--- src/rpit_defs.svh ---
`ifndef RPIT_DEFS_SVH
`define RPIT_DEFS_SVH

// Register offsets on the plain register port.
`define RPIT_OFF_CTRLA     5'h00
`define RPIT_OFF_STATUS    5'h01
`define RPIT_OFF_IRQEN     5'h02
`define RPIT_OFF_IRQFLAG   5'h03
`define RPIT_OFF_TRIM      5'h06
`define RPIT_OFF_SRC       5'h07
`define RPIT_OFF_COUNT     5'h08
`define RPIT_OFF_TOP       5'h0A
`define RPIT_OFF_CMP       5'h0C
`define RPIT_OFF_PCTRL     5'h10
`define RPIT_OFF_PSTATUS   5'h11
`define RPIT_OFF_PIRQEN    5'h12
`define RPIT_OFF_PIRQFLAG  5'h13

// Field positions.
`define RPIT_CTRLA_EN      0
`define RPIT_CTRLA_TRIM    2
`define RPIT_CTRLA_PRE_LSB 3
`define RPIT_IRQ_WRAP      0
`define RPIT_IRQ_CMP       1
`define RPIT_PCTRL_EN      0
`define RPIT_PCTRL_PER_LSB 3
`define RPIT_TRIM_SIGN     7

// Reset values.
`define RPIT_RST_BYTE      8'h00
`define RPIT_RST_WORD      16'h0000
`define RPIT_RST_TOP       16'hFFFF

// Trim window of one million slow cycles, and the event tap range.
`define RPIT_TRIM_WINDOW   20'hF_4240
`define RPIT_TAP_LSB       5
`define RPIT_TAP_N         8

`endif

--- src/rpit_pkg.sv ---
`default_nettype none
package rpit_pkg;
  // States of the crystal trim sequencer.
  typedef enum logic [1:0] {
    TRIM_IDLE = 2'b01,
    TRIM_HOLD = 2'b10
  } rpit_trim_t;
  typedef logic [15:0] rpit_word_t;
endpackage
`default_nettype wire

--- src/rpit_tick_if.sv ---
`timescale 1ns/1ps
`default_nettype none
interface rpit_tick_if;
  logic                slow_tick;
  logic                run;
  logic                trim_en;
  logic                trim_neg;
  logic [6:0]          trim_mag;
  logic                stepped;
  rpit_pkg::rpit_word_t flip;
  rpit_pkg::rpit_word_t pre;

  modport ctl (output slow_tick, run, trim_en, trim_neg, trim_mag, input stepped, flip, pre);
  modport presc (input slow_tick, run, trim_en, trim_neg, trim_mag, output stepped, flip, pre);
  modport tap (input pre);
endinterface
`default_nettype wire

--- src/rpit_top.sv ---
`timescale 1ns/1ps
`default_nettype none
`include "rpit_defs.svh"
// Behaviour
// - One selected slow clock feeds both the counter and interval timer.
// - Counter runs while its enable is one, stops when zero.
// - Interval timer runs while its enable is one, stops when zero.
// - Shared prescaler stops when both functions off, counts otherwise.
// - First interval and counter tick fall anywhere within one period.
// - After first interrupt, interval output toggles every half interval.
// - Sixteen-cycle setting follows prescaler bit 3; settings 1 to 14 map likewise, 0 and 15 stay off.
// - Trim enable makes the prescaler correct by the trim value.
// - Correction adds or removes cycles spread over each million cycles.
// - Corrected timing shows in interval lengths, and in counter value except skips at prescaler setting 0.
// - Clearing trim enable lets a running correction slot finish.
// - Wrap and compare events match flag conditions, one slow period long.
// - Level taps give prescaled clock divided by 64 through 8192.
// - Compare and wrap flag on count after match; wrap clears counter.
// - Interval irq every 4 to 32768 cycles; taps 64 to 8192.
// - Busy flags for compare, top, count, control A, interval control.
module rpit_top (
  // Clock and reset.
  input  wire logic        ref_clk,
  input  wire logic        reset,
  // Register port.
  input  wire logic [4:0]  reg_addr,
  input  wire logic [15:0] reg_wdata,
  input  wire logic        reg_wr,
  input  wire logic        reg_rd,
  output logic      [15:0] reg_rdata,
  // Candidate slow clock pins.
  input  wire logic [3:0]  slow_clk_pin,
  // Event outputs.
  output logic             wrap_event,
  output logic             compare_event,
  output logic             interval_out,
  output logic      [7:0]  interval_event_taps,
  // Interrupt request lines.
  output logic             irq_counter,
  output logic             irq_interval
);

  ////////////////////////////////////////////////////////////////////////////
  // Slow clock capture.

  logic [3:0] pin_meta_q;
  logic [3:0] pin_sync_q;
  logic       sel_last_q;
  logic [1:0] source_select_q;
  logic       sel_level;
  logic       slow_tick;

  // Two flops per pin before anything looks at the level.
  always_ff @(posedge ref_clk) begin
    if (reset) begin
      pin_meta_q <= 4'h0;
      pin_sync_q <= 4'h0;
      sel_last_q <= 1'b0;
    end else begin
      pin_meta_q <= slow_clk_pin;
      pin_sync_q <= pin_meta_q;
      sel_last_q <= sel_level;
    end
  end

  // One selected source gives one tick per rising slow edge to both functions.
  // Edges are only seen if the bus clock is at least twice as fast.
  assign sel_level = pin_sync_q[source_select_q];
  assign slow_tick = sel_level & ~sel_last_q;

  ////////////////////////////////////////////////////////////////////////////
  // Address decode.

  logic hit_ctrla;
  logic hit_status;
  logic hit_irqen;
  logic hit_irqflag;
  logic hit_trim;
  logic hit_src;
  logic hit_count;
  logic hit_top;
  logic hit_cmp;
  logic hit_pctrl;
  logic hit_pstatus;
  logic hit_pirqen;
  logic hit_pirqflag;

  // Each register owns exactly one address; all others read as zero.
  assign hit_ctrla    = reg_addr == `RPIT_OFF_CTRLA;
  assign hit_status   = reg_addr == `RPIT_OFF_STATUS;
  assign hit_irqen    = reg_addr == `RPIT_OFF_IRQEN;
  assign hit_irqflag  = reg_addr == `RPIT_OFF_IRQFLAG;
  assign hit_trim     = reg_addr == `RPIT_OFF_TRIM;
  assign hit_src      = reg_addr == `RPIT_OFF_SRC;
  assign hit_count    = reg_addr == `RPIT_OFF_COUNT;
  assign hit_top      = reg_addr == `RPIT_OFF_TOP;
  assign hit_cmp      = reg_addr == `RPIT_OFF_CMP;
  assign hit_pctrl    = reg_addr == `RPIT_OFF_PCTRL;
  assign hit_pstatus  = reg_addr == `RPIT_OFF_PSTATUS;
  assign hit_pirqen   = reg_addr == `RPIT_OFF_PIRQEN;
  assign hit_pirqflag = reg_addr == `RPIT_OFF_PIRQFLAG;

  ////////////////////////////////////////////////////////////////////////////
  // Synchronised registers.

  logic [7:0]           ctrla_sh_q;
  logic [7:0]           ctrla_q;
  rpit_pkg::rpit_word_t cnt_sh_q;
  rpit_pkg::rpit_word_t top_sh_q;
  rpit_pkg::rpit_word_t top_q;
  rpit_pkg::rpit_word_t cmp_sh_q;
  rpit_pkg::rpit_word_t cmp_q;
  logic [7:0]           pctrl_sh_q;
  logic [7:0]           pctrl_q;
  logic [4:0]           busy_q;
  logic [4:0]           wr_sync;
  logic [4:0]           apply;

  // Bit order: control A, count, top, compare, interval control.
  assign wr_sync = {hit_pctrl, hit_cmp, hit_top, hit_count, hit_ctrla} & {5{reg_wr}};
  // A pending copy moves on a slow edge; a fresh write that cycle waits.
  assign apply   = {5{slow_tick}} & busy_q & ~wr_sync;

  // Busy sets on the write and clears when the copy lands.
  always_ff @(posedge ref_clk) begin
    if (reset) begin
      busy_q <= 5'h00;
    end else begin
      busy_q <= (busy_q & ~apply) | wr_sync;
    end
  end

  // Software-side copies take the bus write at once.
  always_ff @(posedge ref_clk) begin
    if (reset) begin
      ctrla_sh_q <= `RPIT_RST_BYTE;
      cnt_sh_q   <= `RPIT_RST_WORD;
      top_sh_q   <= `RPIT_RST_TOP;
      cmp_sh_q   <= `RPIT_RST_WORD;
      pctrl_sh_q <= `RPIT_RST_BYTE;
    end else begin
      if (wr_sync[0]) ctrla_sh_q <= reg_wdata[7:0];
      if (wr_sync[1]) cnt_sh_q <= reg_wdata;
      if (wr_sync[2]) top_sh_q <= reg_wdata;
      if (wr_sync[3]) cmp_sh_q <= reg_wdata;
      if (wr_sync[4]) pctrl_sh_q <= reg_wdata[7:0];
    end
  end

  // Working copies change only on a slow edge, so the timers see clean values.
  always_ff @(posedge ref_clk) begin
    if (reset) begin
      ctrla_q <= `RPIT_RST_BYTE;
      top_q   <= `RPIT_RST_TOP;
      cmp_q   <= `RPIT_RST_WORD;
      pctrl_q <= `RPIT_RST_BYTE;
    end else begin
      if (apply[0]) ctrla_q <= ctrla_sh_q;
      if (apply[2]) top_q <= top_sh_q;
      if (apply[3]) cmp_q <= cmp_sh_q;
      if (apply[4]) pctrl_q <= pctrl_sh_q;
    end
  end

  ////////////////////////////////////////////////////////////////////////////
  // Plain registers.

  logic [1:0] irq_enable_q;
  logic       interval_irq_enable_q;
  logic [7:0] crystal_trim_q;

  // Interrupt enables, trim and source take effect without a handshake.
  always_ff @(posedge ref_clk) begin
    if (reset) begin
      irq_enable_q          <= 2'h0;
      interval_irq_enable_q <= 1'b0;
      crystal_trim_q        <= `RPIT_RST_BYTE;
      source_select_q       <= 2'h0;
    end else begin
      if (reg_wr && hit_irqen) irq_enable_q <= reg_wdata[1:0];
      if (reg_wr && hit_pirqen) interval_irq_enable_q <= reg_wdata[0];
      if (reg_wr && hit_trim) crystal_trim_q <= reg_wdata[7:0];
      if (reg_wr && hit_src) source_select_q <= reg_wdata[1:0];
    end
  end

  ////////////////////////////////////////////////////////////////////////////
  // Shared prescaler.

  rpit_tick_if tk ();

  logic counter_enable;
  logic interval_timer_enable;

  assign counter_enable        = ctrla_q[`RPIT_CTRLA_EN];
  assign interval_timer_enable = pctrl_q[`RPIT_PCTRL_EN];

  // Either function keeps the prescaler counting; both off holds it.
  assign tk.slow_tick = slow_tick;
  assign tk.run       = counter_enable | interval_timer_enable;
  assign tk.trim_en   = ctrla_q[`RPIT_CTRLA_TRIM];
  assign tk.trim_neg  = crystal_trim_q[`RPIT_TRIM_SIGN];
  assign tk.trim_mag  = crystal_trim_q[6:0];

  rpit_prescaler u_presc (
    .ref_clk (ref_clk),
    .reset   (reset),
    .tk      (tk.presc)
  );

  ////////////////////////////////////////////////////////////////////////////
  // Counter.

  rpit_pkg::rpit_word_t tick_count_q;
  logic [3:0]           prescale;
  logic                 count_tick;
  logic                 at_top;
  logic                 at_cmp;
  logic                 wrap_hit;
  logic                 cmp_hit;

  // A tick is a change in the prescaler bit the setting selects, or any bit above it, so the
  // phase at enable decides when the first tick lands.
  assign prescale   = ctrla_q[`RPIT_CTRLA_PRE_LSB +: 4];
  assign count_tick = counter_enable & tk.stepped & (|(tk.flip >> prescale));
  assign at_top     = tick_count_q == top_q;
  assign at_cmp     = tick_count_q == cmp_q;
  assign wrap_hit   = count_tick & at_top;
  assign cmp_hit    = count_tick & at_cmp;

  // A synchronised count write wins over counting.
  always_ff @(posedge ref_clk) begin
    if (reset) begin
      tick_count_q <= `RPIT_RST_WORD;
    end else if (apply[1]) begin
      tick_count_q <= cnt_sh_q;
    end else if (count_tick) begin
      tick_count_q <= at_top ? `RPIT_RST_WORD : tick_count_q + 16'h0001;
    end
  end

  ////////////////////////////////////////////////////////////////////////////
  // Events and flags.

  logic wrap_flag_q;
  logic cmp_flag_q;
  logic pit_flag_q;
  logic pit_rise;

  // Pulses start with the flag condition and end at the next slow edge.
  always_ff @(posedge ref_clk) begin
    if (reset) begin
      wrap_event    <= 1'b0;
      compare_event <= 1'b0;
    end else begin
      wrap_event    <= wrap_hit | (wrap_event & ~slow_tick);
      compare_event <= cmp_hit | (compare_event & ~slow_tick);
    end
  end

  // Write one to clear; an event in the same cycle keeps the flag set.
  always_ff @(posedge ref_clk) begin
    if (reset) begin
      wrap_flag_q <= 1'b0;
      cmp_flag_q  <= 1'b0;
      pit_flag_q  <= 1'b0;
    end else begin
      wrap_flag_q <= wrap_hit |
                     (wrap_flag_q & ~(reg_wr & hit_irqflag & reg_wdata[`RPIT_IRQ_WRAP]));
      cmp_flag_q  <= cmp_hit |
                     (cmp_flag_q & ~(reg_wr & hit_irqflag & reg_wdata[`RPIT_IRQ_CMP]));
      pit_flag_q  <= pit_rise | (pit_flag_q & ~(reg_wr & hit_pirqflag & reg_wdata[0]));
    end
  end

  // Requests stand while an enabled flag is set.
  always_ff @(posedge ref_clk) begin
    if (reset) begin
      irq_counter  <= 1'b0;
      irq_interval <= 1'b0;
    end else begin
      irq_counter  <= |({cmp_flag_q, wrap_flag_q} & irq_enable_q);
      irq_interval <= pit_flag_q & interval_irq_enable_q;
    end
  end

  ////////////////////////////////////////////////////////////////////////////
  // Interval timer.

  rpit_interval u_interval (
    .ref_clk (ref_clk),
    .reset   (reset),
    .tk      (tk.tap),
    .enable  (interval_timer_enable),
    .period  (pctrl_q[`RPIT_PCTRL_PER_LSB +: 4]),
    .level_q (interval_out),
    .rise_q  (pit_rise),
    .taps_q  (interval_event_taps)
  );

  ////////////////////////////////////////////////////////////////////////////
  // Read path.

  rpit_pkg::rpit_word_t rd_val;

  // Control reads show the software copy; count shows the live counter.
  assign rd_val = hit_ctrla    ? {8'h00, ctrla_sh_q} :
                  hit_status   ? {12'h000, busy_q[3:0]} :
                  hit_irqen    ? {14'h0000, irq_enable_q} :
                  hit_irqflag  ? {14'h0000, cmp_flag_q, wrap_flag_q} :
                  hit_trim     ? {8'h00, crystal_trim_q} :
                  hit_src      ? {14'h0000, source_select_q} :
                  hit_count    ? tick_count_q :
                  hit_top      ? top_sh_q :
                  hit_cmp      ? cmp_sh_q :
                  hit_pctrl    ? {8'h00, pctrl_sh_q} :
                  hit_pstatus  ? {15'h0000, busy_q[4]} :
                  hit_pirqen   ? {15'h0000, interval_irq_enable_q} :
                  hit_pirqflag ? {15'h0000, pit_flag_q} :
                  16'h0000;

  // Data stand for the one cycle after the strobe and are zero otherwise.
  always_ff @(posedge ref_clk) begin
    if (reset) begin
      reg_rdata <= `RPIT_RST_WORD;
    end else begin
      reg_rdata <= reg_rd ? rd_val : `RPIT_RST_WORD;
    end
  end

endmodule
`default_nettype wire

--- src/rpit_prescaler.sv ---
`timescale 1ns/1ps
`default_nettype none
`include "rpit_defs.svh"
module rpit_prescaler (
  // Shared prescaler link.
  input  wire logic  ref_clk,
  input  wire logic  reset,
  rpit_tick_if.presc tk
);
  rpit_pkg::rpit_trim_t state_q;
  logic [19:0]          acc_q;
  rpit_pkg::rpit_word_t step;
  rpit_pkg::rpit_word_t pre_d;
  logic [19:0]          acc_sum;
  logic                 fire;
  logic                 advance;

  // A correction slot either stalls one slow cycle or skips one count.
  assign advance = tk.slow_tick & tk.run;
  assign acc_sum = acc_q + {13'h0000, tk.trim_mag};
  assign fire    = tk.trim_en & (acc_sum >= `RPIT_TRIM_WINDOW);
  assign step    = (state_q == rpit_pkg::TRIM_HOLD) ?
                   (tk.trim_neg ? 16'h0002 : 16'h0000) : 16'h0001;
  assign pre_d   = tk.pre + step;

  // Counter, spreading accumulator and correction sequencer.
  always_ff @(posedge ref_clk) begin
    if (reset) begin
      tk.pre     <= `RPIT_RST_WORD;
      tk.flip    <= `RPIT_RST_WORD;
      tk.stepped <= 1'b0;
      acc_q      <= 20'h0_0000;
      state_q    <= rpit_pkg::TRIM_IDLE;
    end else begin
      tk.stepped <= advance;
      tk.flip    <= advance ? (pre_d ^ tk.pre) : `RPIT_RST_WORD;
      if (advance) begin
        tk.pre <= pre_d;
        acc_q  <= fire ? (acc_sum - `RPIT_TRIM_WINDOW) : (tk.trim_en ? acc_sum : 20'h0_0000);
        case (state_q)
          rpit_pkg::TRIM_IDLE: state_q <= fire ? rpit_pkg::TRIM_HOLD : rpit_pkg::TRIM_IDLE;
          rpit_pkg::TRIM_HOLD: state_q <= rpit_pkg::TRIM_IDLE;
          default:             state_q <= rpit_pkg::TRIM_IDLE;
        endcase
      end
    end
  end
endmodule
`default_nettype wire

--- src/rpit_interval.sv ---
`timescale 1ns/1ps
`default_nettype none
`include "rpit_defs.svh"
module rpit_interval (
  // Clock and reset.
  input  wire logic                   ref_clk,
  input  wire logic                   reset,
  // Prescaler view and setup.
  rpit_tick_if.tap                    tk,
  input  wire logic                   enable,
  input  wire logic [3:0]             period,
  // Interval outputs.
  output logic                        level_q,
  output logic                        rise_q,
  output logic [`RPIT_TAP_N-1:0]      taps_q
);
  logic sel;

  // Setting k from 1 to 14 follows prescaler bit k, so the period is 2^(k+1) slow cycles; 0 and 15 stay low.
  assign sel = (period != 4'h0) && (period != 4'hF) && tk.pre[period];

  // Square output and its rising edge, which marks each interval.
  always_ff @(posedge ref_clk) begin
    if (reset) begin
      level_q <= 1'b0;
      rise_q  <= 1'b0;
    end else begin
      level_q <= enable & sel;
      rise_q  <= enable & sel & ~level_q;
    end
  end

  // Level taps at divide-by-64 up to divide-by-8192.
  genvar i;
  generate
    for (i = 0; i < `RPIT_TAP_N; i++) begin : g_tap
      always_ff @(posedge ref_clk) begin
        if (reset) begin
          taps_q[i] <= 1'b0;
        end else begin
          taps_q[i] <= enable & tk.pre[`RPIT_TAP_LSB+i];
        end
      end
    end
  endgenerate
endmodule
`default_nettype wire

--- config.mk ---
export PLATFORM = sky130hd
export DESIGN_NAME = rpit_top
export DESIGN_NICKNAME = d
export VERILOG_FILES = /design/src/rpit_pkg.sv /design/src/rpit_tick_if.sv /design/src/rpit_top.sv /design/src/rpit_prescaler.sv /design/src/rpit_interval.sv
export VERILOG_INCLUDE_DIRS = /design/src /design/src/src
export SDC_FILE = /design/constraint.sdc
export NUM_CORES = 1
export LEC_CHECK = 0
export BUFFER_PORTS_ARGS = -buffer_cell sky130_fd_sc_hd__buf_2
export CAP_MARGIN = 10
export CORE_ASPECT_RATIO = 0.5
export CORE_MARGIN = 2
export CORE_UTILIZATION = 60
export DETAILED_ROUTE_END_ITERATION = 8
export PLACE_DENSITY = 0.85
export RECOVER_POWER = 50
export SKIP_CTS_REPAIR_TIMING = 1
export SKIP_LAST_GASP = 1
export SLEW_MARGIN = 30
export SYNTH_ARGS = -nofsm -noshare
export SYNTH_HDL_FRONTEND = slang
export SYNTH_SLANG_ARGS = --single-unit
export TNS_END_PERCENT = 50
--- constraint.sdc ---
create_clock -name ref_clk -period 5.7 [get_ports ref_clk]
set_input_delay 1.14 -clock ref_clk [delete_from_list [all_inputs] [get_ports ref_clk]]
set_output_delay 1.14 -clock ref_clk [all_outputs]
set_load 0.03 [all_outputs]
==> impl_metrics.tcl <==
set metrics [dict create \
    synth_nets 1390 \
    die_x_um 195 \
    ys_warn_count 0 \
    ant_nets 0 \
    fin_util 0.675 \
    timing.fmax_mhz 233 \
    drv_slew 131 \
    async_flop_share 0 \
    firstDrtPassIters 7 \
    final-seq-area_sq_um 4740 \
    wl_met1_um 12500 \
    multiInputGateArea_sq_um 5830 \
    syn_area_per_cell_sq_um 8.16 \
    synth_ff_type "dfxtp_1" \
    io_buffers 57 \
    layout_common_cells "nand2_1, dfxtp_1, a21oi_1, nor2_1, o21ai_0" \
    route.met2.wl_um 13300 \
    place.gp.congestion 0.943 \
    hpwl_um 19800 \
    clkLatencyLatePin_ns 0.51 \
    violations "capacitance limit, slew limit" \
    n_antenna_cell 0 \
    holdCritPathClass "flip-flop to flip-flop" \
    fin_nets 1394 \
    p_per_area_nw_per_um2 265 \
    finalCritPeriodShare 0.754 \
    grt_pass1_vias 9382 \
    fin_crit_ns 4.30 \
    drt-total-wl_um 29400 \
    drt_iter0_drc 1196 \
    start_util 0.623 \
    finClkSkew_ns 0.0108 \
    critPathArrivalTime_ns 4.69 \
    rsz0062_at_grt "no" \
    dieArea_sq_um 19500 \
    synth-seq-cells 237 \
    synth_edf_count 0 \
    finalSetupViolCount 0 \
    top_level_ports 58 \
    grt_max_degree 84 \
    cts-htree-levels 1 \
    setup_tns_ns 0 \
    fillers 1429 \
    avgViaCountPerCell 6.17 \
    drive_gt1_frac 0.0763 \
    maxCapViolCount 2 \
    stdcell_count 1597 \
    cts_root_buf "clkbuf_16" \
    clk_path_buf_depth 3 \
    tightest_slew_ns 2.00 \
    leakagePower_uw 0.00442 \
    highest_layer "met4" \
    power_uw 3150 \
    finalHoldViolCount 0 \
    cp_max_fo 74 \
    drc_errors 0 \
    wl_per_cell_um 18.4 \
    grt_pass1_wl_um 47500 \
    cts_buffers 21 \
    synth.distinct_cells 80 \
    crit_required_ns 6.10 \
    vias 9861 \
    final_common_cell "nand2_1" \
    cts_sinks 237 \
    crit_type "input port to flip-flop" \
    synthCells 1347 \
    grt_overflow 0 \
    end_kind "flip-flop" \
    clkTransAtPathRegs_ns 0.07 \
    syn_to_final_growth_pct 8.34 \
    antenna_found_initial 0 \
    worstSetupStartpointType "input port" \
    cts_tree "built" \
    yosysSeqAreaShare 0.432 \
    ir_worst_vdd_uv 160 \
    num_rows 34 \
    track_usage 0.301 \
    die_h_um 99.7 \
    core_area_sq_um 17700 \
    synth.cell_area_sq_um 11000 \
    dp.cells 1561 \
    slew_headroom -0.336 \
    route.met3.wl_um 2420 \
    status "complete, but fails checks" \
]
state kept, by name (all words and copies together) (netlist names), 6 cells and up:
signal and flops:
cmp_q 16, cmp_sh_q 16, cnt_sh_q 16, crystal_trim_q 8
ctrla_q 6, ctrla_sh_q 8, pctrl_sh_q 8, reg_rdata 16
tick_count_q 16, top_q 16, top_sh_q 16, u_interval.taps_q 8
u_presc.acc_q 20, u_presc.tk.flip 16, u_presc.tk.pre 15
logic make-up (layout without fill, tap and decap cells):
logic type / count (synthesis) / in the layout / synth area share
compound gates: 299 / 299 / 0.172
buf+inv: 108 / 124 / 0.0391
mux: 33 / 33 / 0.0351
fa+ha+maj: 14 / 14 / 0.0173
simple gates: 598 / 598 / 0.258
xor+xnor: 58 / 58 / 0.0469
flops: 237 / 237 / 0.432
path summary, 6_finish.rpt:
check | endpoint | depth (start not counted) | slack [ns] | startpoint
worst max-delay path | u_interval.rise_q | 5 | 1.40 | reset
worst min-delay path | pin_sync_q[2] | 1 | 0.45 | pin_meta_q[2]
worst max register to register | u_presc.acc_q[13] | 16 | 1.45 | crystal_trim_q[0]
worst min register to register | pin_sync_q[2] | 1 | 0.45 | pin_meta_q[2]
power by group:
part / internal (uW) / total [uW] / switching [uW]
clock: 756 / 1370 / 618
sequential: 1660 / 1670 / 5.70
combinational: 28.7 / 107 / 78.2
total: 2450 / 3150 / 702
stage by stage:
step | instance area, sq um | hold slack (ns) | setup WS, ns
floorplan | 11000 | 0.411 | 1.89
global placement | 11300 | 0.431 | 1.64
detailed placement | 11300 | 0.438 | 1.53
CTS | 11900 | 0.454 | 1.50
global route | 11900 | 0.454 | 1.10
finish | 11900 | 0.450 | 1.40
cell usage after synthesis, types with 15 or more instances:
cell type | count | area share
nor2_1 | 101 | 0.034
dfxtp_1 | 237 | 0.43
xnor2_1 | 33 | 0.026
nor2b_1 | 16 | 0.0091
nand2_1 | 277 | 0.095
a21oi_1 | 135 | 0.061
and2_1 | 15 | 0.0085
inv_1 | 22 | 0.0075
mux2i_1 | 25 | 0.023
nand3b_1 | 39 | 0.027
clkbuf_1 | 75 | 0.026
xor2_1 | 24 | 0.019
nand3_1 | 48 | 0.022
a211oi_1 | 16 | 0.011
and3_1 | 19 | 0.011
nor3_1 | 21 | 0.0096
o21ai_0 | 51 | 0.023
worst max-delay path, stage by stage:
cell,delay [ns]
clkbuf_1,1.40
clkbuf_2,1.25
nor2b_1,0.45
o21a_1,0.26
nor2b_1,0.14
cell type report:
| cell class | instances | share of cell area |
|---|---|---|
| timing repair buffer | 66 | 0.0258 |
| sequential | 237 | 0.398 |
| clock inverter | 4 | 0.00200 |
| tap | 234 | 0.0246 |
| multi-input combinational | 1002 | 0.490 |
| inverter | 23 | 0.00725 |
| clock buffer | 31 | 0.0523 |
metal layers:
metal | GRT usage | up-vias
met5 | 0 | -
met4 | 0.128 | 0
met3 | 0.0475 | 95
met2 | 0.504 | 496
met1 | 0.393 | 4596
li1 | - | 4674
Note: power is estimated with default switching activity, not from simulation.
